--- src/hw/pag_pkg.sv ---
/*
 * Constants, register map and oscillator mode encoding for the port A block.
 * Assumes a 32-bit Avalon-MM slave window of eight aligned words.
 */
package pag_pkg;
   localparam int PAG_NPINS = 8;
   localparam int PAG_AW = 5;
   localparam int PAG_DW = 8;

   // Byte offsets of the register words
   localparam logic [4:0] PAG_DIR_OFS = 5'h00;
   localparam logic [4:0] PAG_PIN_OFS = 5'h04;
   localparam logic [4:0] PAG_LAT_OFS = 5'h08;
   localparam logic [4:0] PAG_ANA_OFS = 5'h0C;
   localparam logic [4:0] PAG_CMP_OFS = 5'h10;
   localparam logic [4:0] PAG_OSC_OFS = 5'h14;
   localparam logic [4:0] PAG_STA_OFS = 5'h18;

   // Reset values
   localparam logic [7:0] PAG_DIR_RST = 8'hFF;
   localparam logic [7:0] PAG_LAT_RST = 8'h00;
   localparam logic [7:0] PAG_ANA_RST = 8'h2F;
   localparam logic [7:0] PAG_CMP_RST = 8'h00;
   localparam logic [7:0] PAG_ANA_MASK = 8'h2F;

   // Comparator control field positions
   localparam int PAG_CMP_ON_BIT = 0;
   localparam int PAG_CMP_C1OE_BIT = 1;
   localparam int PAG_CMP_C2OE_BIT = 2;
   localparam int PAG_CMP_CREF_BIT = 3;
   localparam logic [7:0] PAG_CMP_MASK = 8'h0F;

   // Pins with special functions
   localparam int PAG_CREF_PIN = 2;
   localparam int PAG_CMP_PINS = 4;
   localparam int PAG_TMR_PIN = 4;
   localparam int PAG_SS_PIN = 5;
   localparam int PAG_OSC2_PIN = 6;
   localparam int PAG_OSC1_PIN = 7;

   // Cycle clock divider: Fosc/4
   localparam int PAG_CLK_DIV = 4;
   localparam int PAG_DIV_W = 2;

   typedef enum logic [2:0] {
      PAG_OSC_XTAL = 3'h0,
      PAG_OSC_RC_CLKOUT = 3'h1,
      PAG_OSC_RC_IO = 3'h2,
      PAG_OSC_INT_CLKOUT = 3'h3,
      PAG_OSC_INT_IO = 3'h4,
      PAG_OSC_EXT_CLKOUT = 3'h5,
      PAG_OSC_EXT_IO = 3'h6
   } pag_osc_e;

   localparam logic [2:0] PAG_OSC_RST = 3'h4;
endpackage : pag_pkg

--- src/hw/pag_reg_if.sv ---
/*
 * Carrier between the bus slave and the register file of the port A block.
 * Assumes both ends run on clk_sys.
 */
`timescale 1ns/1ps
interface pag_reg_if;
   logic wr_stb;
   logic [4:0] addr;
   logic [7:0] wdata;
   logic [7:0] rdata;
   modport bus (output wr_stb, output addr, output wdata, input rdata);
   modport regs (input wr_stb, input addr, input wdata, output rdata);
endinterface : pag_reg_if

--- src/hw/pag_sync.sv ---
/*
 * Two-stage synchroniser for the pad inputs.
 * Assumes pad levels are asynchronous to clk_sys.
 */
`timescale 1ns/1ps
module pag_sync
   import pag_pkg::*;
(
   input wire logic clk_sys,
   input wire logic nrst,
   input wire logic ce,
   input wire logic [PAG_NPINS-1:0] async_in,
   output logic [PAG_NPINS-1:0] sync_out
);
   logic [PAG_NPINS-1:0] meta_q;
   logic [PAG_NPINS-1:0] sync_q;

   always_ff @(posedge clk_sys) begin
      if (!nrst) begin
         meta_q <= '0;
         sync_q <= '0;
      end else if (ce) begin
         meta_q <= async_in;
         sync_q <= meta_q;
      end
   end

   assign sync_out = sync_q;
endmodule : pag_sync

--- src/hw/pag_bus.sv ---
/*
 * Avalon-MM slave with one wait state per access.
 * Assumes the master holds its request until waitrequest is seen low.
 */
`timescale 1ns/1ps
module pag_bus
   import pag_pkg::*;
(
   input wire logic clk_sys,
   input wire logic nrst,
   input wire logic ce,
   input wire logic [PAG_AW-1:0] avs_address,
   input wire logic avs_read,
   input wire logic avs_write,
   input wire logic [31:0] avs_writedata,
   input wire logic [3:0] avs_byteenable,
   output logic [31:0] avs_readdata,
   output logic avs_waitrequest,
   pag_reg_if.bus rif
);
   logic wait_q;
   logic wait_d;
   logic [31:0] rdata_q;
   logic [31:0] rdata_d;
   wire req = avs_read | avs_write;

   // Low for exactly one cycle after a request is seen
   assign wait_d = ~(req & wait_q);
   assign rdata_d = (avs_read & wait_q) ? {24'h000000, rif.rdata} : rdata_q;

   always_ff @(posedge clk_sys) begin
      if (!nrst) begin
         wait_q <= 1'b1;
         rdata_q <= 32'h00000000;
      end else if (ce) begin
         wait_q <= wait_d;
         rdata_q <= rdata_d;
      end
   end

   // Write lands at the edge the master sees waitrequest low
   assign rif.wr_stb = avs_write & ~wait_q & avs_byteenable[0] & ce;
   assign rif.addr = avs_address;
   assign rif.wdata = avs_writedata[PAG_DW-1:0];
   assign avs_readdata = rdata_q;
   assign avs_waitrequest = wait_q;
endmodule : pag_bus

--- src/hw/pag_top.sv ---
/*
 * Port A: eight-pin bidirectional GPIO with analog, comparator, reference
 * and oscillator pin sharing, registers on Avalon-MM.
 * Assumes clk_sys is the oscillator clock (Fosc), comparator results arrive
 * on clk_sys, and pad buffers are resolved outside from pin_out/pin_oe.
 */
`timescale 1ns/1ps
module pag_top
   import pag_pkg::*;
(
   input wire logic clk_sys,
   input wire logic nrst,
   input wire logic ce,
   input wire logic [PAG_AW-1:0] avs_address,
   input wire logic avs_read,
   input wire logic avs_write,
   input wire logic [31:0] avs_writedata,
   input wire logic [3:0] avs_byteenable,
   output logic [31:0] avs_readdata,
   output logic avs_waitrequest,
   input wire logic [PAG_NPINS-1:0] pin_in,
   output logic [PAG_NPINS-1:0] pin_out,
   output logic [PAG_NPINS-1:0] pin_oe,
   input wire logic comparator_one_out,
   input wire logic comparator_two_out,
   output logic timer_clock_in,
   output logic slave_select_n,
   output logic comparator_ref_out
);
   pag_reg_if rif ();

   logic [PAG_NPINS-1:0] direction_q;
   logic [PAG_NPINS-1:0] direction_d;
   logic [PAG_NPINS-1:0] latch_q;
   logic [PAG_NPINS-1:0] latch_d;
   logic [PAG_NPINS-1:0] analog_q;
   logic [PAG_NPINS-1:0] analog_d;
   logic [PAG_NPINS-1:0] cmp_q;
   logic [PAG_NPINS-1:0] cmp_d;
   pag_osc_e osc_q;
   pag_osc_e osc_d;
   logic [PAG_DIV_W-1:0] div_q;
   logic [PAG_NPINS-1:0] pin_out_q;
   logic [PAG_NPINS-1:0] pin_oe_q;
   logic tmr_q;
   logic ss_n_q;
   logic cref_q;
   logic [PAG_NPINS-1:0] pin_sync;

   // Oscillator mode decoding
   function automatic logic osc2_is_io(input pag_osc_e m);
      return (m == PAG_OSC_RC_IO) || (m == PAG_OSC_INT_IO) || (m == PAG_OSC_EXT_IO);
   endfunction : osc2_is_io

   function automatic logic osc2_is_clkout(input pag_osc_e m);
      return (m == PAG_OSC_RC_CLKOUT) || (m == PAG_OSC_INT_CLKOUT)
         || (m == PAG_OSC_EXT_CLKOUT);
   endfunction : osc2_is_clkout

   function automatic logic osc1_is_io(input pag_osc_e m);
      return (m == PAG_OSC_INT_IO) || (m == PAG_OSC_INT_CLKOUT);
   endfunction : osc1_is_io

   function automatic pag_osc_e osc_decode(input logic [2:0] v);
      pag_osc_e m;
      m = PAG_OSC_XTAL;
      unique case (v)
         3'h0: m = PAG_OSC_XTAL;
         3'h1: m = PAG_OSC_RC_CLKOUT;
         3'h2: m = PAG_OSC_RC_IO;
         3'h3: m = PAG_OSC_INT_CLKOUT;
         3'h4: m = PAG_OSC_INT_IO;
         3'h5: m = PAG_OSC_EXT_CLKOUT;
         3'h6: m = PAG_OSC_EXT_IO;
         default: m = PAG_OSC_XTAL;
      endcase
      return m;
   endfunction : osc_decode

   pag_bus u_bus (
      .clk_sys(clk_sys),
      .nrst(nrst),
      .ce(ce),
      .avs_address(avs_address),
      .avs_read(avs_read),
      .avs_write(avs_write),
      .avs_writedata(avs_writedata),
      .avs_byteenable(avs_byteenable),
      .avs_readdata(avs_readdata),
      .avs_waitrequest(avs_waitrequest),
      .rif(rif.bus)
   );

   pag_sync u_sync (
      .clk_sys(clk_sys),
      .nrst(nrst),
      .ce(ce),
      .async_in(pin_in),
      .sync_out(pin_sync)
   );

   // Address decode
   wire wr_dir = rif.wr_stb & (rif.addr == PAG_DIR_OFS);
   wire wr_pin = rif.wr_stb & (rif.addr == PAG_PIN_OFS);
   wire wr_lat = rif.wr_stb & (rif.addr == PAG_LAT_OFS);
   wire wr_ana = rif.wr_stb & (rif.addr == PAG_ANA_OFS);
   wire wr_cmp = rif.wr_stb & (rif.addr == PAG_CMP_OFS);
   wire wr_osc = rif.wr_stb & (rif.addr == PAG_OSC_OFS);

   // Control decode
   wire cmp_on = cmp_q[PAG_CMP_ON_BIT];
   wire c1_oe = cmp_q[PAG_CMP_C1OE_BIT];
   wire c2_oe = cmp_q[PAG_CMP_C2OE_BIT];
   wire cref_en = cmp_q[PAG_CMP_CREF_BIT];
   wire cycle_clk = div_q[PAG_DIV_W-1];

   // Oscillator ownership of the top two pins
   logic [PAG_NPINS-1:0] pin_free;
   logic [PAG_NPINS-1:0] din_en;
   logic [PAG_NPINS-1:0] dout_en;
   logic [PAG_NPINS-1:0] drv_val;
   logic [PAG_NPINS-1:0] drv_en;

   genvar gi;
   generate
      for (gi = 0; gi < PAG_NPINS; gi++) begin : g_pin
         if (gi == PAG_OSC2_PIN) begin : g_osc2
            assign pin_free[gi] = osc2_is_io(osc_q);
         end else if (gi == PAG_OSC1_PIN) begin : g_osc1
            assign pin_free[gi] = osc1_is_io(osc_q);
         end else begin : g_plain
            assign pin_free[gi] = 1'b1;
         end

         assign din_en[gi] = pin_free[gi] & ~analog_q[gi]
            & ~(cmp_on & (gi < PAG_CMP_PINS))
            & ~(cref_en & (gi == PAG_CREF_PIN));

         assign dout_en[gi] = pin_free[gi] & ~(cref_en & (gi == PAG_CREF_PIN));

         if (gi == PAG_TMR_PIN) begin : g_c1
            assign drv_val[gi] = c1_oe ? comparator_one_out : latch_q[gi];
         end else if (gi == PAG_SS_PIN) begin : g_c2
            assign drv_val[gi] = c2_oe ? comparator_two_out : latch_q[gi];
         end else if (gi == PAG_OSC2_PIN) begin : g_cycle_clock_out
            assign drv_val[gi] = osc2_is_clkout(osc_q) ? cycle_clk : latch_q[gi];
         end else begin : g_lat
            assign drv_val[gi] = latch_q[gi];
         end

         if (gi == PAG_OSC2_PIN) begin : g_oe6
            assign drv_en[gi] = (dout_en[gi] & ~direction_q[gi])
               | osc2_is_clkout(osc_q);
         end else begin : g_oen
            assign drv_en[gi] = dout_en[gi] & ~direction_q[gi];
         end
      end
   endgenerate

   wire [PAG_NPINS-1:0] level_rd = pin_sync & din_en;
   wire [PAG_NPINS-1:0] dir_rd = direction_q & pin_free;
   wire [PAG_NPINS-1:0] lat_rd = latch_q & pin_free;

   // Read multiplexer
   logic [PAG_DW-1:0] rd_mux;
   always_comb begin
      rd_mux = '0;
      unique case (rif.addr)
         PAG_DIR_OFS: rd_mux = dir_rd;
         PAG_PIN_OFS: rd_mux = level_rd;
         PAG_LAT_OFS: rd_mux = lat_rd;
         PAG_ANA_OFS: rd_mux = analog_q;
         PAG_CMP_OFS: rd_mux = cmp_q;
         PAG_OSC_OFS: rd_mux = {5'h00, osc_q};
         PAG_STA_OFS: rd_mux = pin_oe_q;
         default: rd_mux = '0;
      endcase
   end
   assign rif.rdata = rd_mux;

   // Register next values
   assign direction_d = wr_dir ? rif.wdata : direction_q;
   assign latch_d = (wr_pin | wr_lat) ? rif.wdata : latch_q;
   assign analog_d = wr_ana ? (rif.wdata & PAG_ANA_MASK) : analog_q;
   assign cmp_d = wr_cmp ? (rif.wdata & PAG_CMP_MASK) : cmp_q;
   assign osc_d = wr_osc ? osc_decode(rif.wdata[2:0]) : osc_q;

   always_ff @(posedge clk_sys) begin
      if (!nrst) begin
         direction_q <= PAG_DIR_RST;
         latch_q <= PAG_LAT_RST;
         analog_q <= PAG_ANA_RST;
         cmp_q <= PAG_CMP_RST;
         osc_q <= pag_osc_e'(PAG_OSC_RST);
      end else if (ce) begin
         direction_q <= direction_d;
         latch_q <= latch_d;
         analog_q <= analog_d;
         cmp_q <= cmp_d;
         osc_q <= osc_d;
      end
   end

   always_ff @(posedge clk_sys) begin
      if (!nrst) begin
         div_q <= '0;
      end else if (ce) begin
         div_q <= div_q + PAG_DIV_W'(1);
      end
   end

   wire tmr_d = direction_q[PAG_TMR_PIN] ? pin_sync[PAG_TMR_PIN] : 1'b0;
   wire ss_n_d = direction_q[PAG_SS_PIN] ? pin_sync[PAG_SS_PIN] : 1'b1;

   always_ff @(posedge clk_sys) begin
      if (!nrst) begin
         pin_out_q <= '0;
         pin_oe_q <= '0;
         tmr_q <= 1'b0;
         ss_n_q <= 1'b1;
         cref_q <= 1'b0;
      end else if (ce) begin
         pin_out_q <= drv_val;
         pin_oe_q <= drv_en;
         tmr_q <= tmr_d;
         ss_n_q <= ss_n_d;
         cref_q <= cref_en;
      end
   end

   assign pin_out = pin_out_q;
   assign pin_oe = pin_oe_q;
   assign timer_clock_in = tmr_q;
   assign slave_select_n = ss_n_q;
   assign comparator_ref_out = cref_q;
endmodule : pag_top

--- config.mk ---
export PLATFORM = sky130hd
export DESIGN_NAME = pag_top
export DESIGN_NICKNAME = d
export VERILOG_FILES = /design/src/hw/pag_pkg.sv /design/src/hw/pag_reg_if.sv /design/src/hw/pag_sync.sv /design/src/hw/pag_bus.sv /design/src/hw/pag_top.sv
export SDC_FILE = /design/constraint.sdc
export NUM_CORES = 1
export LEC_CHECK = 0
export BUFFER_PORTS_ARGS = -buffer_cell sky130_fd_sc_hd__clkbuf_2
export CORE_AREA = 5 5 90 92
export CTS_BUF_LIST = sky130_fd_sc_hd__clkbuf_8 sky130_fd_sc_hd__clkbuf_16
export CTS_CLUSTER_DIAMETER = 60
export DETAILED_ROUTE_END_ITERATION = 7
export DIE_AREA = 0 0 95 97
export PLACE_DENSITY = 0.75
export SYNTH_ARGS = -nofsm -noshare
export SYNTH_HDL_FRONTEND = slang
export SYNTH_SLANG_ARGS = --single-unit
--- constraint.sdc ---
create_clock -name clk_sys -period 2.4 [get_ports clk_sys]
set_clock_uncertainty 0.1 [all_clocks]
set_input_delay 0.24 -clock clk_sys [delete_from_list [all_inputs] [get_ports clk_sys]]
set_output_delay 0.24 -clock clk_sys [all_outputs]
set_load 0.01 [all_outputs]
# Word-level counts from Yosys, hierarchy flattened
# Index checks and enable logic that the tools add are counted.
# word_totals
register_bits	74
out_inout_bits	52
word_cells	95
# op_classes
addsub	1
eq_ne	18
mux	7
n_bitwise	42
n_reduce_logical	12
# ops
operator	n
case mux 8 bit (7 select lines)	1
AND 8 bit	3
AND 1 bit	19
equality test 3 bit, second input constant	6
case mux 3 bit (6 select lines)	1
inverter 1 bit	17
equality test 5 bit, second input constant	3
equality test 3 x 2 -> 1 bit, second input constant	4
AND reduction 2 bit	6
equality test 5 x 4 -> 1 bit, second input constant	2
equality test 3 x 1 -> 1 bit, second input constant	2
equality test 5 x 3 -> 1 bit, second input constant	1
logical NOT 5 bit	1
logical OR 1 bit	5
2-to-1 mux 1 bit	5
bitwise OR 1 bit	3
adder 2 x 1 -> 2 bit, second input constant	1

# Longest topological paths before layout
# Gate-level depths: netlist (run 1).
# depth
depth_word	7
ltp_mapped	7
ltp_nobuf	4

# By module
# Synthesis (run 1) repeated with hierarchy kept, for this count alone.
# unflattened
hier_cells	393
hier_area_um2	3631.0
# by_module_without_submodules
mod	n_inst	cells_each	area_per_inst_um2	seq_area_each_um2
pag_top	1	263	2353.5	980.9
pag_bus	1	79	661.9	180.2
pag_sync	1	51	615.6	320.3

# Worst setup path before layout (run 1)
# No wires, ideal clock.
# synth_timing
path_type	input to register
start	in avs_address[4]
end	reg analog_q[5]
t_arrival_ns	1.521
path_slack_ns	0.649
path_stages	6
n_path_buf	2
cell_sequence	buf_6 -> or3_4 -> buf_6 -> nor3b_2 -> mux2i_1 -> nand2_1
# synth_via
elab_chain_len	3
# synth_rtl
item	line_no	source
from (decl)	pag_top.sv:14	input wire logic [PAG_AW-1:0] avs_address,
equality test 5 x 4 -> 1 bit	pag_top.sv:106	wire wr_ana = rif.wr_stb & (rif.addr == PAG_ANA_OFS);
AND 1 bit	pag_top.sv:106	
AND reduction 2 bit (no line)	--	
to (signal assigned)	pag_top.sv:198	analog_q <= analog_d;
to (decl)	pag_top.sv:36	logic [PAG_NPINS-1:0] analog_q;
# No other way between the ends.
# A chain may end at the register's enable or synchronous reset.

# Worst setup path after layout (run 1)
# layout_timing
start	reg u_bus.wait_q, in the netlist u_bus.avs_waitrequest
end	reg osc_q[0]
# layout_via
elab_chain_len	6
# layout_rtl
item	line_no	source
from (decl)	pag_bus.sv:21	logic wait_q;
from (signal assigned)	pag_bus.sv:36	wait_q <= wait_d;
inverter 1 bit	pag_bus.sv:42	assign rif.wr_stb = avs_write & ~wait_q & avs_byteenable[0] & ce;
AND 1 bit (3 in a row)	pag_bus.sv:42	
AND 1 bit	pag_top.sv:108	wire wr_osc = rif.wr_stb & (rif.addr == PAG_OSC_OFS);
AND reduction 2 bit (no line)	--	
to (signal assigned)	pag_top.sv:194	osc_q <= pag_osc_e'(PAG_OSC_RST);
to (signal assigned)	pag_top.sv:200	osc_q <= osc_d;
to (decl)	pag_top.sv:40	pag_osc_e osc_q;
# No other way between the ends.

==> impl_metrics.ini, run 1 <==
[route]
drt_iter0_drc = 179
drcViolationCount = 0
totalWireLength_mm = 7.79
routedWlPerCell_microns = 14.8
vias = 2701
drt-vias-per-instance = 5.13
ant_nets = 0
drtPass1Iterations = 4

[pwr]
pwr-share-comb = 0.089
max-vdd-ir-drop_v = 0.000296
intPower_mw = 1.88
power_density_nw_per_um2 = 614
p_total_mw = 2.49
switching_share = 0.246
clkPwrFrac = 0.401
p_sw_uw = 613
leakage_nw = 1.74
power_frac_seq = 0.510

[worst_hold_path]
hold_path_startpoint = avs_writedata[4]
min_path_cells = 3
min_to = direction_q[4]$_SDFFE_PN1P_
hold_path.class = input pin to register

[global_routing]
first_global_vias = 2608
grt_max_degree = 50
gr-total-overflow = 0
track_usage = 0.177
antenna_found_initial = 0
grt_pass1_wl_mm = 13.0

[die]
ios = 108
fp.dieH_microns = 97
num_rows = 31
initial_core_util = 0.499
die_x_microns = 95
core_area_sq_um = 7140
fp.dieArea_sq_um = 9220

[setup_path]
r2r_start = u_bus.avs_waitrequest$_SDFFE_PN1P_
path_cells = nand4b_2 > or3b_1 > a211o_1 > a21boi_1
reg2reg_to = osc_q[0]$_SDFFE_PN0P_
crit_family = simple AND/OR/NAND/NOR gates
slowest_stage = or3b_1
regToRegSetupSlack_ns = 0.56
worstPathMaxFanout = 6
cp.required_ns = 2.58
reg2regPathDepth = 4
worst-setup-path-type = register to register
crit_start = u_bus.avs_waitrequest$_SDFFE_PN1P_
worst_setup_path_start_kind = register
critPathMaxStageDelay_ns = 0.52
cp.arrival_ns = 2.02
cp-end-kind = register
crit_buf_inv = 0

[yosys]
synth.avg_cell_area_sq_um = 9.59
ys.flop_type = dfxtp_1
syn_area_sq_um = 3560
synth_cells = 371
synthArstFlopShare = 0
yosysWarnings = 0
yosys.area.top_type_share = 0.416
synthTopCellsByArea = dfxtp_1 42%, mux2i_1 15%, nor2b_1 6.7%
ys_seq_area_frac = 0.416
ys_seq_elements = 74
yosysTopAreaCell = dfxtp_1
synth_edf_count = 0
ys_types = 49

[cells_and_area]
num_antenna_cells = 0
fin_nets = 479
final_common_cell = dfxtp_1
final_cell_mix = 74 x dfxtp_1, 56 x clkbuf_2, 54 x mux2i_1
drive_gt1_frac = 0.210
syn_to_final_growth_pct = 14.0

[timing]
worst_slew_pin_slew_ns = 0.641
finalCriticalPeriod_ns = 1.84
setup_violations = 0
slew_violations = 0
relSlewSlack = 0.573
rsz0062_at_grt = no
hold_viol = 0
max_freq_mhz = 545
finalSetupTns_ns = 0
finalCritPeriodShare = 0.765

[clock_tree]
cts_hold_buf = 0
numCtsBuffers = 9
clk_pin_slew_worst_paths_ns = 0.07
clk-insertion-delay-late_ns = 0.36
cts_setup_buffers = 0
htree_levels = 3
postCtsResizedCells = 0
cts_tree = done
clock-sinks = 74
ctsLongestPathBuffers = 2
cts-root-buf = clkbuf_8

[flow_run]
max-cap-violations = 0

[placement]
dp_hpwl_mm = 5.64
port-buffer-count = 56
place.gp.congestion = 0.950

[run_status]
status = finished, final reports clean
[sequential cells by signal, summed over array words and instances (netlist names), 5 cells and up]
signal and flops:
direction_q 8, latch_q 8, pin_oe 8, pin_out 8, u_bus.avs_readdata 8, u_sync.meta_q 8
u_sync.sync_out 8, analog_q 5
[cell usage after synthesis (all sizes together), types with 4 or more instances]
cell    count
dfxtp      74
a31oi       7
clkbuf     16
nor2        7
o211a       8
and2        9
a21boi      6
buf        32
o211ai      5
nor3        4
mux2i      54
nand3b      4
nand2      40
o21ai      14
nand3       8
inv         6
nor2b      38
a21oi       4
[routing by layer]
metal | share of wire | global-route usage | routed length (microns)
met1 | 0.46 | 0.242 | 3580
met2 | 0.45 | 0.271 | 3520
met3 | 0.069 | 0.0357 | 536
met4 | 0.019 | 0.0721 | 151
met5 | 0 | 0 | 0
[metrics by stage]
stage | utilization | cell area (sq um) | std cells | worst slack (ns) | hold WS (ns)
2_1_floorplan | - | 3640 | 394 | 0.649 | 0.268
3_3_place_gp | 0.540 | 3850 | 511 | 0.483 | 0.351
3_5_place_dp | 0.540 | 3850 | 511 | 0.403 | 0.358
4_1_cts | 0.569 | 4060 | 527 | 0.554 | 0.0291
5_1_grt | 0.569 | 4060 | 527 | 0.415 | 0.0534
6_report | 0.569 | 4060 | 527 | 0.565 | 0.0346
[worst max-delay path by stage]
stage                                              to  slack (ns)  cells past startpoint
after floorplan              analog_q[5]$_SDFFE_PN1P_        0.65                      6
after global placement    direction_q[0]$_SDFFE_PN1P_        0.48                      6
after detailed placement  direction_q[6]$_SDFFE_PN1P_        0.40                      6
after CTS                 direction_q[6]$_SDFFE_PN1P_        0.55                      5
after global routing      direction_q[4]$_SDFFE_PN1P_        0.41                      5
final                           osc_q[0]$_SDFFE_PN0P_        0.56                      4
[cell families after synthesis]
kind of cell           after synthesis  share of synthesized area
multiplexers                        57                      0.174
other                                1                    0.00105
flip-flops                          74                      0.416
XOR/XNOR                             3                    0.00739
AO/OA/AOI/OAI                       54                      0.106
buffers and inverters               54                     0.0876
AND/OR/NAND/NOR                    128                      0.207
[worst min-delay path, stage by stage]
cell and delay [ns]:
clkbuf_2 0.09, mux2i_1 0.06, nand2_1 0.06
[power by group through the flow]
stage / sequential [mW] / clock, mW / combinational, mW
5_1_grt: 1.27 / 1.06 / 0.246
2_1_floorplan: 1.30 / 0 / 0.175
4_1_cts: 1.27 / 1.01 / 0.222
6_report: 1.27 / 0.998 / 0.222
3_5_place_dp: 1.30 / 0 / 0.221
3_3_place_gp: 1.30 / 0 / 0.219
[area by class of cell]
cell class              count  area, sq um
clock buffers              11          151
well taps                  99          124
multi-input cells         266         1860
inverters                   6         22.5
fillers                   634         3080
flip-flops and latches     74         1480
repair buffers             66          368
clock inverters             5         52.6
(Power assumes the default switching activity.)
==> inputs of run 2 (changes only) <==
clock period = 1.8 ns   (was 2.4 ns; I/O delays follow)
==> run 2 against run 1 <==
Compared with the run above:
- clock power increased by 31%
- fmax increased by 9.3%
- via count increased by 5.3%
- combinational power increased by 55%
- die area unchanged
- final area increased by 6.8%
- setup slack got worse by 0.44 ns
- non-clock buffer count increased by 31
- sequential power increased by 33%
- first-iteration DRC count decreased by 32%
- critical path type unchanged
==> impl_metrics.ini, run 2 (synthesis results as in run 1) <==
[clock_tree]
ctsLongestPathBuffers = 2
cts-root-buf = clkbuf_8
clock-sinks = 74
clk_pin_slew_worst_paths_ns = 0.08
clk-insertion-delay-late_ns = 0.36
cts_setup_buffers = 0
numCtsBuffers = 9
cts_tree = done
htree_levels = 3

[setup_path]
path_cells = mux4_1 > a32o_1 > o21ai_0 > a21boi_0
worstPathMaxFanout = 4
critPathMaxStageDelay_ns = 0.57
cp-end-kind = register
slowest_stage = mux4_1
cp.arrival_ns = 1.82
worst-setup-path-type = register to register
crit_family = multiplexers
reg2regPathDepth = 4
cp.depth = 4
worst_setup_path_start_kind = register
cp.required_ns = 1.94
crit_buf_inv = 0

[cells_and_area]
drive_gt1_frac = 0.235
syn_to_final_growth_pct = 21.7
fillers = 636
fin_nets = 510
layoutNonFillerInstCount = 558
final_cell_mix = 74 x dfxtp_1, 56 x clkbuf_2, 54 x mux2i_1
final_common_cell = dfxtp_1
num_antenna_cells = 0

[die]
core_area_sq_um = 7140
die_x_microns = 95
fp.dieH_microns = 97
ios = 108
fp.dieArea_sq_um = 9220
num_rows = 31
initial_core_util = 0.499

[route]
drcViolationCount = 0
drt-vias-per-instance = 5.09
drtPass1Iterations = 4
vias = 2843
ant_nets = 0
drt_iter0_drc = 122
totalWireLength_mm = 8.53
routedWlPerCell_microns = 15.3

[global_routing]
grt_pass1_wl_mm = 13.7
track_usage = 0.190
grt_max_degree = 23
first_global_vias = 2739
gr-total-overflow = 0
antenna_found_initial = 0

[timing]
rsz0062_at_grt = no
setup_violations = 0
slew_violations = 0
layout_setup_ws_ns = 0.120
finalSetupTns_ns = 0
max_freq_mhz = 595
hold_slack_ns = 0.0426
finalCritPeriodShare = 0.933
hold_viol = 0
finalCriticalPeriod_ns = 1.68

[placement]
port-buffer-count = 56
place.gp.congestion = 0.906
dp_slack_ns = 0.0160
dp_cells = 529
dp_hpwl_mm = 6.25

[pwr]
p_total_mw = 3.35
max-vdd-ir-drop_v = 0.000383
leakage_nw = 1.88
power_density_nw_per_um2 = 773

[worst_hold_path]
hold_path.class = input pin to register
min_path_cells = 3

[flow_run]
max-cap-violations = 0

[run_status]
status = finished, final reports clean
-- run 2: per-stage QoR --
| step | cell area (sq um) | utilization |
|---|---|---|
| after detailed placement | 3990 | 0.559 |
| final | 4330 | 0.607 |
| after CTS | 4320 | 0.606 |
| after floorplan | 3640 | - |
| after global placement | 3990 | 0.559 |
| after global routing | 4330 | 0.607 |
-- run 2: cell type report --
type	count	area (sq um)	share of cell area
Tap cell	99	124	0.0286
Timing Repair Buffer	97	633	0.146
Clock inverter	6	66.3	0.0153
Inverter	6	22.5	0.00520
Multi-Input combinational cell	266	1870	0.431
Clock buffer	10	138	0.0318
Sequential cell	74	1480	0.342
-- run 2: worst min-delay path: cells and delay by family --
family / cells / cell delay [ns]
AND/OR/NAND/NOR: 1 / 0.06
buffers and inverters: 1 / 0.15
multiplexers: 1 / 0.09
-- run 2: what timing repair did --
item | 4_1_cts | 5_1_grt
endpoints found under the hold margin | 14 | 0
hold buffers | 13 | 0
resized for setup | 0 | 1
endpoints found under the setup margin | 0 | 2
-- run 2: path summary, 6_finish.rpt --
kind,from,slack (ns),to
worst max register to register,cmp_q[0]$_SDFFE_PN0P_,0.12,u_bus.avs_readdata[0]$_SDFFE_PN0P_
worst min-delay path,avs_writedata[0],0.04,analog_q[0]$_SDFFE_PN1P_
worst min register to register,u_bus.avs_readdata[0]$_SDFFE_PN0P_,0.37,u_bus.avs_readdata[0]$_SDFFE_PN0P_
worst max-delay path,cmp_q[0]$_SDFFE_PN0P_,0.12,u_bus.avs_readdata[0]$_SDFFE_PN0P_
-- run 2: report_power, final --
group	internal, mW	switching, mW
Clock	0.677	0.634
Sequential	1.67	0.0225
Combinational	0.156	0.187
Total	2.50	0.844
-- run 2: routing by layer --
metal	routed length, microns	up-vias	track usage
met5	0	-	0
met4	127	0	0.0666
met3	448	10	0.0403
met2	3970	83	0.300
met1	3980	1326	0.254
li1	-	1424	-
